===== src/verilog/fault_status_defines.svh =====
// register offsets, field positions and reset values of the fault status block
`ifndef FAULT_STATUS_DEFINES_SVH
`define FAULT_STATUS_DEFINES_SVH
`define OFFSET_FAULT_LIVE 8'h3c
`define OFFSET_CONTROL 8'h80
`define OFFSET_SELECT 8'h84
`define OFFSET_IRQ_STATUS 8'h88
`define OFFSET_IRQ_MASK 8'h8c
`define BIT_RUNNING 31
`define BIT_ANY_ERR 28
`define BIT_HOLD 24
`define BIT_RESERVED_UNDEF 23
`define BIT_RESOLVER 22
`define BIT_COS_DISC 21
`define BIT_SINE_DISC 20
`define BIT_AMPLITUDE 18
`define BIT_DUAL_PATH 17
`define BIT_CONVERSION 16
`define PWR_HI 13
`define PWR_LO 8
`define GND_HI 5
`define GND_LO 0
`define CTRL_ENABLE 0
`define CTRL_CLEAR 1
`define CTRL_AMP_CLEAR 2
`define IRQ_HOLD 0
`define IRQ_SHORT_DONE 1
`define RESET_WORD 32'h00000000
`define RESET_SELECT 32'h00000000
`define RESET_IRQ 2'h0
`endif


===== src/verilog/fault_status_pkg.sv =====
// types shared by the fault status block and its bus
package fault_status_pkg;
  typedef struct packed {
    logic cyc;
    logic stb;
    logic we;
    logic [7:0] adr;
    logic [3:0] sel;
    logic [31:0] dat;
  } wb_req_type;
  typedef struct packed {
    logic ack;
    logic [31:0] dat;
  } wb_rsp_type;
  typedef struct packed {
    logic resolverSignal;
    logic cosDisconnect;
    logic sineDisconnect;
    logic amplitude;
    logic dualPath;
    logic conversion;
  } fault_det_type;
  typedef struct packed {
    logic valid;
    logic [5:0] pwr;
    logic [5:0] gnd;
  } short_judge_type;
endpackage : fault_status_pkg


===== src/verilog/sticky_bits.sv =====
// parameterised sticky flag bank, set wins over clear
`timescale 1ns/10ps
module sticky_bits #(
  parameter int WIDTH = 1
) (
  input wire logic clk,
  input wire logic rst_n,
  input wire logic [WIDTH-1:0] setBits,
  input wire logic [WIDTH-1:0] clrBits,
  output logic [WIDTH-1:0] flags
);
  logic [WIDTH-1:0] flags_reg;
  // hold each flag; a set in the clearing cycle keeps it high
  always_ff @(posedge clk) begin
    if (!rst_n) begin
      flags_reg <= '0;
    end else begin
      flags_reg <= setBits | (flags_reg & ~clrBits);
    end
  end
  assign flags = flags_reg;
endmodule : sticky_bits


===== src/verilog/resolver_fault_status.sv =====
// resolver channel fault status register bank on a classic wishbone slave
//
// The Wishbone interface to the registers is this design's own decision.
`timescale 1ns/10ps
`include "fault_status_defines.svh"
module resolver_fault_status (
  input wire logic clk,
  input wire logic rst_n,
  input wire fault_status_pkg::wb_req_type wbReq,
  output fault_status_pkg::wb_rsp_type wbRsp,
  input wire fault_status_pkg::fault_det_type faultDet,
  input wire logic shortDetectRunning,
  input wire fault_status_pkg::short_judge_type shortJudge,
  output logic amplitudeCountClear,
  output logic irq
);
  import fault_status_pkg::*;

  logic ack_reg;
  logic [31:0] rdData_reg;
  logic enable_reg;
  logic [31:0] select_reg;
  logic [1:0] irqMask_reg;
  logic running_reg;
  logic anyErr_reg;
  logic amp_reg;
  logic ampCountClear_reg;
  fault_det_type det_reg;
  logic busAccess;
  logic busWrite;
  logic wrControl;
  logic wrSelect;
  logic wrIrqStatus;
  logic wrIrqMask;
  logic clearPulse;
  logic ampClearPulse;
  logic convEnable;
  logic [5:0] pwrEnable;
  logic [5:0] gndEnable;
  logic [5:0] pwrFlags;
  logic [5:0] gndFlags;
  logic senseShort;
  logic convLive;
  logic anyDet;
  logic anyErr_next;
  logic holdFlag;
  logic holdRise;
  logic [1:0] irqStatus;
  logic [1:0] irqSet;
  logic [1:0] irqClr;
  logic [31:0] statusWord;
  logic [31:0] rdData_next;

  // bus strobes; a write acts only at the edge where ack is high
  assign busAccess = wbReq.cyc & wbReq.stb;
  assign busWrite = busAccess & wbReq.we & ack_reg;
  assign wrControl = busWrite & (wbReq.adr == `OFFSET_CONTROL) & wbReq.sel[0];
  assign wrSelect = busWrite & (wbReq.adr == `OFFSET_SELECT);
  assign wrIrqStatus = busWrite & (wbReq.adr == `OFFSET_IRQ_STATUS) & wbReq.sel[0];
  assign wrIrqMask = busWrite & (wbReq.adr == `OFFSET_IRQ_MASK) & wbReq.sel[0];
  assign clearPulse = wrControl & wbReq.dat[`CTRL_CLEAR];
  assign ampClearPulse = wrControl & wbReq.dat[`CTRL_AMP_CLEAR];

  // ack one cycle after the request, dropped the cycle after
  always_ff @(posedge clk) begin
    if (!rst_n) begin
      ack_reg <= 1'b0;
    end else begin
      ack_reg <= busAccess & ~ack_reg;
    end
  end

  // control register: detect enable bit, clear bits self-clear
  always_ff @(posedge clk) begin
    if (!rst_n) begin
      enable_reg <= 1'b0;
    end else if (wrControl) begin
      enable_reg <= wbReq.dat[`CTRL_ENABLE];
    end
  end

  // fault select register, byte lanes honoured; a one suppresses the fault
  always_ff @(posedge clk) begin
    if (!rst_n) begin
      select_reg <= `RESET_SELECT;
    end else if (wrSelect) begin
      for (int i = 0; i < 4; i++) begin
        if (wbReq.sel[i]) begin
          select_reg[8*i +: 8] <= wbReq.dat[8*i +: 8];
        end
      end
    end
  end

  // interrupt mask register
  always_ff @(posedge clk) begin
    if (!rst_n) begin
      irqMask_reg <= `RESET_IRQ;
    end else if (wrIrqMask) begin
      irqMask_reg <= wbReq.dat[1:0];
    end
  end

  // detector levels and running flag, sampled once
  always_ff @(posedge clk) begin
    if (!rst_n) begin
      det_reg <= '0;
      running_reg <= 1'b0;
    end else begin
      det_reg <= faultDet;
      running_reg <= shortDetectRunning;
    end
  end

  // per-fault enables from the select register
  assign convEnable = ~select_reg[`BIT_CONVERSION];
  assign pwrEnable = ~select_reg[`PWR_HI:`PWR_LO];
  assign gndEnable = ~select_reg[`GND_HI:`GND_LO];

  // short flags set by a run judging short, cleared by normal judgment or clear
  sticky_bits #(
    .WIDTH(12)
  ) shortFlagBank (
    .clk(clk),
    .rst_n(rst_n),
    .setBits({shortJudge.pwr & pwrEnable, shortJudge.gnd & gndEnable} &
             {12{shortJudge.valid}}),
    .clrBits(({~shortJudge.pwr, ~shortJudge.gnd} & {12{shortJudge.valid}}) |
             {12{clearPulse}}),
    .flags({pwrFlags, gndFlags})
  );

  // conversion flag: live conversion fault or any enabled sense pin short
  assign senseShort = (|pwrFlags[3:0]) | (|gndFlags[3:0]);
  assign convLive = (det_reg.conversion & convEnable) | senseShort;

  // amplitude flag set on fault, cleared by a clear only after recovery
  always_ff @(posedge clk) begin
    if (!rst_n) begin
      amp_reg <= 1'b0;
    end else if (faultDet.amplitude & ~select_reg[`BIT_AMPLITUDE]) begin
      amp_reg <= 1'b1;
    end else if ((clearPulse | ampClearPulse) & ~faultDet.amplitude) begin
      amp_reg <= 1'b0;
    end
  end

  // count reset pulse to the amplitude detector on either clear
  always_ff @(posedge clk) begin
    if (!rst_n) begin
      ampCountClear_reg <= 1'b0;
    end else begin
      ampCountClear_reg <= clearPulse | ampClearPulse;
    end
  end
  assign amplitudeCountClear = ampCountClear_reg;

  // any enabled detection signal at its active level
  assign anyDet = (faultDet.resolverSignal & ~select_reg[`BIT_RESOLVER]) |
                  (faultDet.cosDisconnect & ~select_reg[`BIT_COS_DISC]) |
                  (faultDet.sineDisconnect & ~select_reg[`BIT_SINE_DISC]) |
                  (faultDet.amplitude & ~select_reg[`BIT_AMPLITUDE]) |
                  (faultDet.dualPath & ~select_reg[`BIT_DUAL_PATH]) |
                  (faultDet.conversion & convEnable) |
                  (|pwrFlags) | (|gndFlags);
  assign anyErr_next = enable_reg & anyDet;

  // live any-error flag
  always_ff @(posedge clk) begin
    if (!rst_n) begin
      anyErr_reg <= 1'b0;
    end else begin
      anyErr_reg <= anyErr_next;
    end
  end

  // error hold: set wins, so a clear under a persisting fault keeps it
  sticky_bits #(
    .WIDTH(1)
  ) holdBank (
    .clk(clk),
    .rst_n(rst_n),
    .setBits(anyErr_next),
    .clrBits(clearPulse),
    .flags(holdFlag)
  );

  // interrupt events: hold rising and end of a short run
  assign holdRise = anyErr_next & ~holdFlag;
  assign irqSet = {shortJudge.valid, holdRise};
  assign irqClr = {2{wrIrqStatus}} & wbReq.dat[1:0];
  sticky_bits #(
    .WIDTH(2)
  ) irqBank (
    .clk(clk),
    .rst_n(rst_n),
    .setBits(irqSet),
    .clrBits(irqClr),
    .flags(irqStatus)
  );
  assign irq = |(irqStatus & irqMask_reg);

  // status word assembly; reserved bits read zero
  always_comb begin
    statusWord = `RESET_WORD;
    statusWord[`BIT_RUNNING] = running_reg;
    statusWord[`BIT_ANY_ERR] = anyErr_reg;
    statusWord[`BIT_HOLD] = holdFlag;
    statusWord[`BIT_RESERVED_UNDEF] = 1'b0;
    statusWord[`BIT_RESOLVER] = det_reg.resolverSignal & ~select_reg[`BIT_RESOLVER];
    statusWord[`BIT_COS_DISC] = det_reg.cosDisconnect & ~select_reg[`BIT_COS_DISC];
    statusWord[`BIT_SINE_DISC] = det_reg.sineDisconnect & ~select_reg[`BIT_SINE_DISC];
    statusWord[`BIT_AMPLITUDE] = amp_reg;
    statusWord[`BIT_DUAL_PATH] = det_reg.dualPath & ~select_reg[`BIT_DUAL_PATH];
    statusWord[`BIT_CONVERSION] = convLive;
    statusWord[`PWR_HI:`PWR_LO] = pwrFlags;
    statusWord[`GND_HI:`GND_LO] = gndFlags;
  end

  // read mux; full word returned whatever lanes are selected
  always_comb begin
    rdData_next = 32'h00000000;
    unique case (wbReq.adr)
      `OFFSET_FAULT_LIVE: rdData_next = statusWord;
      `OFFSET_CONTROL: rdData_next = {31'h0, enable_reg};
      `OFFSET_SELECT: rdData_next = select_reg;
      `OFFSET_IRQ_STATUS: rdData_next = {30'h0, irqStatus};
      `OFFSET_IRQ_MASK: rdData_next = {30'h0, irqMask_reg};
      default: rdData_next = 32'h00000000;
    endcase
  end

  // read data captured with the ack; reading changes no state
  always_ff @(posedge clk) begin
    if (!rst_n) begin
      rdData_reg <= 32'h00000000;
    end else if (busAccess & ~ack_reg & ~wbReq.we) begin
      rdData_reg <= rdData_next;
    end
  end

  assign wbRsp.ack = ack_reg;
  assign wbRsp.dat = rdData_reg;
endmodule : resolver_fault_status


===== config.mk =====
export PLATFORM = sky130hd
export DESIGN_NAME = resolver_fault_status
export DESIGN_NICKNAME = d
export VERILOG_FILES = /design/src/verilog/fault_status_pkg.sv /design/src/verilog/sticky_bits.sv /design/src/verilog/resolver_fault_status.sv
export VERILOG_INCLUDE_DIRS = /design/src /design/src/verilog
export SDC_FILE = /design/constraint.sdc
export NUM_CORES = 1
export LEC_CHECK = 0
export ABC_CLOCK_PERIOD_IN_PS = 1940
export BUFFER_PORTS_ARGS = -buffer_cell sky130_fd_sc_hd__buf_2
export CAP_MARGIN = 10
export CORE_MARGIN = 2
export CORE_UTILIZATION = 45
export DETAILED_ROUTE_END_ITERATION = 10
export PLACE_DENSITY = 0.72
export SETUP_SLACK_MARGIN = 0.02
export SYNTH_ARGS = -nofsm -noshare
export SYNTH_HDL_FRONTEND = slang
export SYNTH_SLANG_ARGS = --single-unit
export TNS_END_PERCENT = 30

===== constraint.sdc =====
create_clock -name clk -period 1.94 [get_ports clk]
set_input_delay 0.194 -clock clk [delete_from_list [all_inputs] [get_ports clk]]
set_output_delay 0.194 -clock clk [all_outputs]
set_load 0.05 [all_outputs]

=== After elaboration in Yosys (flattened, before gate mapping) ===
Cells that the tools add are included.

* Muxes and demuxes: 3
* Equality and inequality tests: 5
* Reduce and logical (&&, ||, !) cells: 10
* Bitwise operators: 68

{| class="wikitable"
|+ Operators with widths
! cell !! count
|-
| case mux 32 bit (5 select lines) || 1
|-
| AND 12 bit || 3
|-
| == test 8 bit (second input constant) || 4
|-
| AND 1 bit || 29
|-
| NOT 6 bit || 4
|-
| OR 12 bit || 2
|-
| AND 6 bit || 2
|-
| NOT 12 bit || 1
|-
| OR reduction 6 bit || 2
|-
| NOT 1 bit || 11
|-
| OR 1 bit || 11
|-
| == test 8 x 6 -> 1 bit (second input constant) || 1
|-
| AND reduction 2 bit || 4
|-
| OR reduction 4 bit || 2
|-
| AND 2 bit || 3
|-
| 2-to-1 mux 1 bit || 2
|-
| NOT 2 bit || 1
|-
| OR 2 bit || 1
|-
| nonzero test 2 bit || 1
|-
| OR reduction 2 bit || 1
|}

* Bits of input ports: 69
* Flip-flop bits (word level): 92
* Output and inout port bits: 35
* Word-level logic and storage cells: 106

=== Depth between registers and ports, before layout ===
Gate-level depths: netlist (run 1).

* Word-level depth: 12
* Gate-level depth with buffers: 7
* Mapped depth without buffers: 4

=== Hierarchy ===
From an unflattened synthesis (run 1), not the netlist that was laid out.

* Cell total of the unflattened synthesis: 445
* Area total of the unflattened synthesis: 3,821.2 um2

{| class="wikitable"
|+ By module, submodules not included
! module !! seq. area each (um2) !! times used !! area each (um2) !! cells each
|-
| resolver_fault_status || 1,541.5 || 1 || 3,280.6 || 399
|-
| sticky_bits (shortFlagBank) || 240.2 || 1 || 416.6 || 37
|-
| sticky_bits (irqBank) || 40.0 || 1 || 82.6 || 6
|-
| sticky_bits (holdBank) || 20.0 || 1 || 41.3 || 3
|}

=== Worst setup path before layout (run 1) ===
Ideal clock, no wire load.

* Kind: register -> register
* Start point: register ack_reg
* End point: register holdBank.flags_reg (netlist: holdBank.flags)
* Required time: 1.803 ns
* Path slack: 0.452 ns
* Arrival time: 1.350 ns
* Period minus slack after synthesis: 1.488 ns
* Cell stages (with the launch flop): 7
* Cell sequence: dfxtp_1 and4_1 clkbuf_1 and4_1 and2_1 buf_4 o22ai_1

* Longest elaborated chain between the ends: 7

{| class="wikitable"
|+ RTL lines
! item !! RTL line !! RTL
|-
| from (decl) || resolver_fault_status.sv:19 || <nowiki>logic ack_reg;</nowiki>
|-
| from (signal assigned) || resolver_fault_status.sv:69 || <nowiki>ack_reg <= busAccess & ~ack_reg;</nowiki>
|-
| AND 1 bit || resolver_fault_status.sv:56 || <nowiki>assign busWrite = busAccess & wbReq.we & ack_reg;</nowiki>
|-
| AND 1 bit (2 in a row) || resolver_fault_status.sv:57 || <nowiki>assign wrControl = busWrite & (wbReq.adr == `OFFSET_CONTROL) & wbReq.sel[0];</nowiki>
|-
| AND 1 bit || resolver_fault_status.sv:61 || <nowiki>assign clearPulse = wrControl & wbReq.dat[`CTRL_CLEAR];</nowiki>
|-
| NOT 1 bit || sticky_bits.sv:18 || <nowiki>flags_reg <= setBits | (flags_reg & ~clrBits);</nowiki>
|-
| AND 1 bit || sticky_bits.sv:18 ||
|-
| OR 1 bit || sticky_bits.sv:18 ||
|-
| to (signal assigned) || sticky_bits.sv:18 ||
|-
| to (decl) || sticky_bits.sv:12 || <nowiki>logic [WIDTH-1:0] flags_reg;</nowiki>
|}

No other way between the ends.
A chain may end at the register's enable or synchronous reset.

=== Worst setup path in the final report (run 1) ===
* Start point: register shortFlagBank.flags_reg[4] (netlist: shortFlagBank.flags[4])
* End point: register irqBank.flags_reg[0] (netlist: irqBank.flags[0])

* Longest elaborated chain between the ends: 5

{| class="wikitable"
|+ RTL lines
! item !! RTL line !! RTL
|-
| from (decl) || sticky_bits.sv:12 ||
|-
| from (signal assigned) || sticky_bits.sv:18 ||
|-
| OR reduction 6 bit || resolver_fault_status.sv:165 || <nowiki>(|pwrFlags) | (|gndFlags);</nowiki>
|-
| OR 1 bit || resolver_fault_status.sv:159 || <nowiki>assign anyDet = (faultDet.resolverSignal & ~select_reg[`BIT_RESOLVER]) |</nowiki>
|-
| AND 1 bit || resolver_fault_status.sv:166 || <nowiki>assign anyErr_next = enable_reg & anyDet;</nowiki>
|-
| AND 1 bit || resolver_fault_status.sv:189 || <nowiki>assign holdRise = anyErr_next & ~holdFlag;</nowiki>
|-
| OR 2 bit || sticky_bits.sv:18 ||
|-
| to (signal assigned) || sticky_bits.sv:18 ||
|-
| to (decl) || sticky_bits.sv:12 ||
|}

No other way between the ends.

==> results of run 1 <==
[layer usage]
metal,vias up,GRT usage,wire length [µm]
met3,8,0.0617,790
met5,-,0,0
li1,1764,-,-
met2,95,0.365,4670
met4,0,0.0930,135
met1,1651,0.293,4270
[power by group]
part           leakage [nW]  internal, W  switching [W]
Sequential            0.746      0.00191      0.0000195
Clock                 0.111     0.000729       0.000655
Combinational         0.983     0.000104       0.000148
[cell usage after synthesis (2+ instances only)]
master	instances
buf_6	2
nor3b_1	3
nor2b_1	6
and4_1	2
buf_2	5
o21ai_0	46
nand4b_1	9
and2_1	2
a22oi_1	33
nor3_1	2
o211ai_1	13
nor2_1	22
nor4_1	5
buf_1	4
inv_1	10
a22o_1	3
a21oi_1	3
o22ai_1	4
mux2i_1	2
nor4b_2	2
nand3b_1	2
nand4_1	7
o21ai_1	24
nand2_1	59
buf_4	3
dfxtp_1	92
nand3_1	36
clkbuf_1	20
[area by class of cell]
| cell class | instances | area, µm² |
|---|---|---|
| timing repair buffer | 120 | 643 |
| inverter | 10 | 37.5 |
| clock inverter | 6 | 87.6 |
| clock buffer | 10 | 128 |
| sequential | 92 | 1840 |
| multi-input combinational | 299 | 1700 |
| fill | 788 | 3570 |
| tap | 105 | 131 |
[path summary, 6_finish.rpt]
kind,slack [ps],endpoint,cells past startpoint,start
setup / recovery,270,irqBank.flags[0],4,shortFlagBank.flags[4]
setup reg to reg,270,irqBank.flags[0],4,shortFlagBank.flags[4]
hold reg to reg,450,ack_reg,1,ack_reg
hold / removal,60,running_reg,2,shortDetectRunning
[cells by family (layout without fill, tap and decap cells)]
| group | after synthesis | count (layout) |
|---|---|---|
| compound gates | 131 | 131 |
| flops | 92 | 92 |
| mux | 2 | 2 |
| buf+inv | 44 | 146 |
| simple gates | 166 | 166 |
[worst reg2reg max path, stage by stage, from the launching register on]
cell and delay, ps:
dfxtp_1 330, nor4_1 390, o221ai_1 190, nor4_1 470
o21ai_0 160
[per-stage QoR]
stage / instance area [µm²] / total power, W
2_1_floorplan: 3730 / 0.00210
3_3_place_gp: 4350 / 0.00222
3_5_place_dp: 4350 / 0.00223
4_1_cts: 4570 / 0.00360
5_1_grt: 4570 / 0.00373
6_report: 4570 / 0.00357
==> flow_metrics.tcl, run 1 <==
set metrics [dict create \
    path_clk_slew_ps 90 \
    die_y_um 95.1 \
    io_pins 104 \
    crit_arrival_ps 1890 \
    synthSimpleGateAreaFrac 0.232 \
    synthXorXnorAreaFrac 0 \
    ant_nets 0 \
    portBuffers 103 \
    synth_top_area_frac 0.494 \
    preCtsSetupSlack_ps 265 \
    gr-usage-all-layers 0.228 \
    place_congestion 0.902 \
    setup_violations 0 \
    path_cells "nor4_1 > o221ai_1 > nor4_1 > o21ai_0" \
    core_um2 8130 \
    yosys_most_used_dff "dfxtp_1" \
    dr.pass1.iters 4 \
    period_minus_slack_ps 1670 \
    yosysWarnings 0 \
    crit_path_start_kind "register" \
    clock_latency_ps 350 \
    critical_path_required_ps 2160 \
    status "complete, no violations" \
    dieWidth_um 95.1 \
    dieArea_um2 9040 \
    antenna_found_initial 0 \
    power_leakage_nw 1.84 \
    area_growth_syn_to_layout_pct 22.4 \
    crit_slowest_cell "nor4_1" \
    fin_cells 642 \
    rsz0062_at_grt "false" \
    crit_family "simple AND/OR/NAND/NOR gates" \
    synth_top_family_by_area "simple AND/OR/NAND/NOR gates" \
    nets 601 \
    synthCells 435 \
    clock_sinks 92 \
    ys_seq_elements 92 \
    ys_top_cells_by_area "dfxtp_1 (49%), a22oi_1 (6.6%), o21ai_0 (6.2%)" \
    synth.mux.area_fraction 0.00537 \
    grt_pass1_wl_mm 16.0 \
    clockRootBuffer "clkbuf_8" \
    place_hpwl_mm 7.20 \
    numCtsBuffers 9 \
    fin_skew_ps 10.3 \
    wire_per_inst_um 15.4 \
    powerDensity_nw_per_um2 782 \
    critical_path_buf_inv_count 0 \
    final_cell_mix "buf_2 (103), dfxtp_1 (92), nand2_1 (59), o21ai_0 (46), nand3_1 (36)" \
    max_stage_delay_ps 470 \
    synth_area_leader_cell "dfxtp_1" \
    synth_seq_area_share 0.494 \
    syn-num-nets 504 \
    mostFrequentLayoutCell "buf_2" \
    utilization 0.561 \
    crit_top_cell "nor4_1" \
    setup_slack_ps 266 \
    synth_adder_area_share 0 \
    fin_crit_sh 0.863 \
    start_util 0.459 \
    syn_area_um2 3730 \
    worstSetupPathType "register to register" \
    wirelength_mm 9.86 \
    h-tree-depth 3 \
    hold_slack_ps 57.1 \
    ir_worst_vdd_v 0.000558 \
    numPlacedInstances 626 \
    ys_types 42 \
    vias 3518 \
    avgSynthCellArea_um2 8.58 \
    first_global_vias 3304 \
    clock_path_buffers 2 \
    rows 33 \
    synth_edf_count 0 \
    worst_slew_pin_slew_ps 462 \
    grt_start_max_net_pins 35 \
    drive_above_1_share 0.263 \
    cts-hold-fix-buffers 0 \
    antenna_cells 0 \
    crit_fanout 3 \
    tns_ps 0 \
    drt_iter0_markers 249 \
    cp-end-kind "register" \
    max_freq_mhz 597 \
    post-route-drc-count 0 \
    cts_tree "yes" \
    synth_compound_area_frac 0.216 \
    ys_async_sr_fraction 0 \
    slew-limit-headroom 0.689 \
    grt_overflow 0 \
    routed_via_density 5.48 \
    slew_violations 0 \
    ctsResizeCount 0 \
    hold_violations 0 \
    hold_path.class "primary input to register" \
    cap_violations 0 \
    post_cts_buffers 0 \
]
Note: power is estimated with default switching activity, not from simulation.
==> run 2: changes to the inputs <==
--- a/config.mk
+++ b/config.mk
@@ -6,7 +6,7 @@
 export SDC_FILE = /design/constraint.sdc
 export NUM_CORES = 1
 export LEC_CHECK = 0
-export ABC_CLOCK_PERIOD_IN_PS = 1940
+export ABC_CLOCK_PERIOD_IN_PS = 1800
 export BUFFER_PORTS_ARGS = -buffer_cell sky130_fd_sc_hd__buf_2
 export CAP_MARGIN = 10
 export CORE_MARGIN = 2
==> constraint.sdc (replaced) <==
create_clock -name clk -period 1.8 [get_ports clk]
set_input_delay 0.18 -clock clk [delete_from_list [all_inputs] [get_ports clk]]
set_output_delay 0.18 -clock clk [all_outputs]
set_load 0.05 [all_outputs]
==> flow_metrics.tcl, run 2 (synthesized netlist as in run 1, its figures left out) <==
set metrics [dict create \
    antenna_cells 0 \
    cp-end-kind "register" \
    hold_end "running_reg" \
    grt_start_max_net_pins 36 \
    gr-usage-met1 0.295 \
    gr-usage-met2 0.376 \
    mostFrequentLayoutCell "buf_2" \
    place_hpwl_mm 7.20 \
    max_stage_delay_ps 360 \
    setup_slack_ps 221 \
    ant_nets 0 \
    swShare 0.234 \
    worstSetupPathType "register to register" \
    crit_slowest_cell "dfxtp_1" \
    status "complete, no violations" \
    nets 601 \
    worst-path-stages 4 \
    dpl_cell_area_um2 4360 \
    clkPwrFrac 0.390 \
    dieArea_um2 9040 \
    max_freq_mhz 633 \
    share_seq_of_total_power 0.540 \
    core_um2 8130 \
    hold_path.class "primary input to register" \
    grt_pass1_wl_mm 16.1 \
    fin_skew_ps 10.3 \
    drt_iter0_markers 222 \
    portBuffers 103 \
    gr-usage-all-layers 0.230 \
    wirelength_mm 9.97 \
    r2r_end "amp_reg" \
    crit_fanout 8 \
    p_comb_frac 0.070 \
    start_util 0.459 \
    worst_slew_pin_slew_ps 446 \
    holdPathStages 2 \
    dieWidth_um 95.1 \
    clockRootBuffer "clkbuf_8" \
    numCtsBuffers 9 \
    cts-hold-fix-buffers 0 \
    busiest_layer "met2" \
    area_growth_syn_to_layout_pct 22.8 \
    drive_above_1_share 0.263 \
    cts_tree "yes" \
    crit_family "simple AND/OR/NAND/NOR gates" \
    rsz0062_at_grt "false" \
    clock_sinks 92 \
    rr_worst_depth 4 \
    ctsResizeCount 0 \
    finalInstanceArea_um2 4580 \
    ir_worst_vdd_v 0.000494 \
    post-route-drc-count 0 \
    post_cts_buffers 0 \
    crit_path_start_kind "register" \
    crit_arrival_ps 1830 \
    preCtsSetupSlack_ps 143 \
    setup_violations 0 \
    cap_violations 0 \
    slew-limit-headroom 0.702 \
    power_leakage_nw 1.83 \
    critical_path_required_ps 2050 \
    path_cells "and4_1 > and4_1 > o21ai_0 > o221a_2" \
    rows 33 \
    h-tree-depth 3 \
    antenna_found_initial 0 \
    critical_path_buf_inv_count 0 \
    vias 3499 \
    slew_violations 0 \
    period_minus_slack_ps 1580 \
    min-delay-start "shortDetectRunning" \
    fin_crit_sh 0.877 \
    path_clk_slew_ps 90 \
    dr.pass1.iters 4 \
    crit_top_cell "and4_1" \
    first_global_vias 3271 \
    io_pins 104 \
    grt_use_met3 0.0656 \
    switching_power_w 0.000902 \
    clock_latency_ps 360 \
    reg2reg_slack_ps 220 \
    grt_overflow 0 \
    clock_path_buffers 2 \
    powerDensity_nw_per_um2 842 \
    wire_per_inst_um 15.5 \
    worstReg2RegStart "ack_reg" \
    internal_power_w 0.00296 \
    routed_via_density 5.45 \
    die_y_um 95.1 \
    hold_violations 0 \
    final_cell_mix "buf_2 (103), dfxtp_1 (92), nand2_1 (59), o21ai_0 (46), nand3_1 (36)" \
    place_congestion 0.854 \
    tns_ps 0 \
]
[run 2: stage by stage]
stage | power, W | cells | hold slack, ps | util
2_1_floorplan | 0.00227 | 435 | 281 | -
3_3_place_gp | 0.00239 | 626 | 391 | 0.537
3_5_place_dp | 0.00240 | 626 | 397 | 0.537
4_1_cts | 0.00388 | 642 | 19.4 | 0.563
5_1_grt | 0.00401 | 642 | 25.4 | 0.563
6_report | 0.00386 | 642 | 30.6 | 0.563
[run 2: worst max path at each step]
stage                         start                      to  slack (ps)
after CTS                   ack_reg                 amp_reg         220
after global placement    wbReq[42]          rdData_reg[16]         220
after global routing        ack_reg  shortFlagBank.flags[0]         100
after detailed placement  wbReq[42]          rdData_reg[10]         140
final                       ack_reg                 amp_reg         220
after floorplan             ack_reg          holdBank.flags         310
[run 2: routing by layer]
metal | vias up | wire length, µm | part of all wire
met5 | - | 0 | 0
li1 | 1765 | - | -
met2 | 109 | 4680 | 0.47
met3 | 8 | 727 | 0.073
met4 | 0 | 114 | 0.011
met1 | 1617 | 4440 | 0.45
[run 2: cell type report]
| type | instances | area, µm² |
|---|---|---|
| clock buffers | 10 | 128 |
| clock inverters | 6 | 88.8 |
| repair buffers | 120 | 656 |
| flip-flops and latches | 92 | 1840 |
| fillers | 752 | 3550 |
| multi-input cells | 299 | 1700 |
| well taps | 105 | 131 |
| inverters | 10 | 37.5 |
[run 2: worst register-to-register path: stages, from the launching register on]
cell and delay, ps:
dfxtp_1 360, and4_1 330, and4_1 320, o21ai_0 190
o221a_2 280
[run 2: power by group through the flow]
stage | clock (W) | sequential (W) | combinational, W
after CTS | 0.00153 | 0.00208 | 0.000269
after global routing | 0.00162 | 0.00209 | 0.000300
after global placement | 0 | 0.00213 | 0.000262
final | 0.00150 | 0.00208 | 0.000271
after floorplan | 0 | 0.00213 | 0.000141
after detailed placement | 0 | 0.00213 | 0.000268
==> run 3: changes to the inputs <==
--- a/config.mk
+++ b/config.mk
@@ -6,6 +6,7 @@
 export SDC_FILE = /design/constraint.sdc
 export NUM_CORES = 1
 export LEC_CHECK = 0
+export ABC_AREA = 1
 export ABC_CLOCK_PERIOD_IN_PS = 1800
 export BUFFER_PORTS_ARGS = -buffer_cell sky130_fd_sc_hd__buf_2
 export CAP_MARGIN = 10
==> flow_metrics.tcl, run 3 <==
set metrics [dict create \
    portBuffers 103 \
    synth_top_area_frac 0.472 \
    grt_overflow 0 \
    hold_end "det_reg[0]" \
    crit_slowest_cell "dfxtp_1" \
    numPlacedInstances 711 \
    post-route-drc-count 0 \
    place_hpwl_mm 7.34 \
    core_um2 8300 \
    crit_path_start_kind "register" \
    avgSynthCellArea_um2 7.48 \
    min-delay-start "faultDet[0]" \
    dr.pass1.iters 4 \
    grt_start_max_net_pins 51 \
    hold_path.class "primary input to register" \
    dieWidth_um 97.1 \
    antenna_cells 0 \
    cap_violations 0 \
    yosys_most_used_dff "dfxtp_1" \
    worstReg2RegStart "ack_reg" \
    die_y_um 97.1 \
    slew-limit-headroom 0.651 \
    cts_tree "yes" \
    wirelength_mm 10.3 \
    ys_async_sr_fraction 0 \
    max_freq_mhz 666 \
    hold_violations 0 \
    synth_seq_area_share 0.472 \
    status "complete, no violations" \
    critical_path_required_ps 2040 \
    grt_pass1_wl_mm 16.9 \
    share_seq_of_total_power 0.537 \
    ys_top_cells_by_area "dfxtp_1 (47%), nand2_1 (12%), a21oi_1 (9.5%)" \
    clkPwrFrac 0.373 \
    fin_crit_sh 0.834 \
    power_leakage_nw 2.08 \
    post_cts_buffers 0 \
    preCtsSetupSlack_ps 152 \
    ys_seq_elements 92 \
    setup_slack_ps 298 \
    clockRootBuffer "clkbuf_8" \
    h-tree-depth 3 \
    reg2reg_slack_ps 300 \
    mostFrequentLayoutCell "nand2_1" \
    synthTopCellsByCount "nand2_1 (121), dfxtp_1 (92), a21oi_1 (74)" \
    gr-usage-all-layers 0.218 \
    power_w 0.00390 \
    path_cells "nand3_1 > nor2_4 > nand2_1 > o21ai_0 > a21oi_1" \
    place_congestion 0.906 \
    io_pins 104 \
    area_growth_syn_to_layout_pct 20.4 \
    ys_types 28 \
    tns_ps 0 \
    worstSetupPathType "register to register" \
    dieArea_um2 9440 \
    synth_area_leader_cell "dfxtp_1" \
    nets 688 \
    drt_iter0_markers 155 \
    clock_path_buffers 2 \
    fin_skew_ps 12.9 \
    setup_violations 0 \
    path_clk_slew_ps 100 \
    slew_violations 0 \
    worst_slew_pin_slew_ps 522 \
    clock_sinks 92 \
    vias 3734 \
    syn_area_um2 3900 \
    fin_cells 729 \
    wire_per_inst_um 14.2 \
    nFillCells 799 \
    r2r_end "select_reg[12]" \
    drive_above_1_share 0.247 \
    swShare 0.265 \
    antenna_found_initial 0 \
    synth_edf_count 0 \
    numCtsBuffers 9 \
    internal_power_w 0.00287 \
    clock_latency_ps 370 \
    final_cell_mix "nand2_1 (121), buf_2 (103), dfxtp_1 (92), a21oi_1 (74), inv_1 (56)" \
    switching_power_w 0.00104 \
    ir_worst_vdd_v 0.000594 \
    rsz0062_at_grt "false" \
    powerDensity_nw_per_um2 831 \
    yosysMostFrequentCell "nand2_1" \
    routed_via_density 5.12 \
    p_comb_frac 0.090 \
    period_minus_slack_ps 1500 \
    synthCells 522 \
    start_util 0.470 \
    rows 33 \
    first_global_vias 3699 \
    crit_fanout 14 \
    syn-num-nets 591 \
    rr_worst_depth 5 \
    max_stage_delay_ps 390 \
    ant_nets 0 \
    crit_arrival_ps 1740 \
    yosysWarnings 0 \
    hold_slack_ps 15.1 \
    cp-end-kind "register" \
    holdPathStages 3 \
]
[run 3: how the worst max path moves through the flow]
| stage | cells past startpoint | slack (ps) | end | start |
|---|---|---|---|---|
| after floorplan | 10 | 600 | select_reg[24] | wbReq[42] |
| after global placement | 7 | 250 | holdBank.flags | wbReq[37] |
| after detailed placement | 9 | 150 | select_reg[12] | wbReq[40] |
| after CTS | 5 | 290 | select_reg[12] | ack_reg |
| after global routing | 5 | 90 | select_reg[8] | ack_reg |
| final | 5 | 300 | select_reg[12] | ack_reg |
[run 3: metrics by stage]
stage	area [µm²]	util
final	4700	0.566
after CTS	4690	0.565
after global placement	4470	0.539
after global routing	4700	0.566
after detailed placement	4470	0.539
after floorplan	3900	-
[run 3: final cells by class]
cell class	instances	area (µm²)	share of cell area
inverters	60	225	0.0479
repair buffers	114	628	0.134
clock inverters	7	82.6	0.0176
well taps	105	131	0.0280
clock buffers	9	124	0.0264
flip-flops and latches	92	1840	0.392
multi-input cells	342	1670	0.354
[run 3: critical path, delay by kind of cell, from the launching register on]
family           cells  cell delay [ps]
AO/OA/AOI/OAI        2              330
flip-flops           1              390
AND/OR/NAND/NOR      3              650
[run 3: power groups by stage]
| stage | sequential, W | clock [W] | combinational [W] |
|---|---|---|---|
| after detailed placement | 0.00214 | 0 | 0.000344 |
| final | 0.00210 | 0.00146 | 0.000350 |
| after global placement | 0.00214 | 0 | 0.000338 |
| after floorplan | 0.00218 | 0 | 0.000151 |
| after CTS | 0.00210 | 0.00147 | 0.000349 |
| after global routing | 0.00210 | 0.00157 | 0.000384 |
[run 3: cells by family after synthesis]
| kind of cell | Yosys count | synth area share |
|---|---|---|
| and+or+nand+nor | 196 | 0.216 |
| AOI/OAI and AO/OA | 146 | 0.210 |
| DFF | 92 | 0.472 |
| buffers and inverters | 88 | 0.102 |
[run 3: per-layer routing]
layer | part of all wire | routed length (µm) | global-route usage | vias to the layer above
met2 | 0.49 | 5080 | 0.387 | 105
li1 | - | - | - | 1889
met4 | 0.0029 | 30 | 0.0455 | 0
met5 | 0 | 0 | 0 | -
met1 | 0.43 | 4480 | 0.258 | 1738
met3 | 0.072 | 741 | 0.0691 | 2
[run 3: what timing repair did]
item,CTS,global route
endpoints found under the hold margin,1,1
gates resized for setup,0,0
hold buffers,1,1
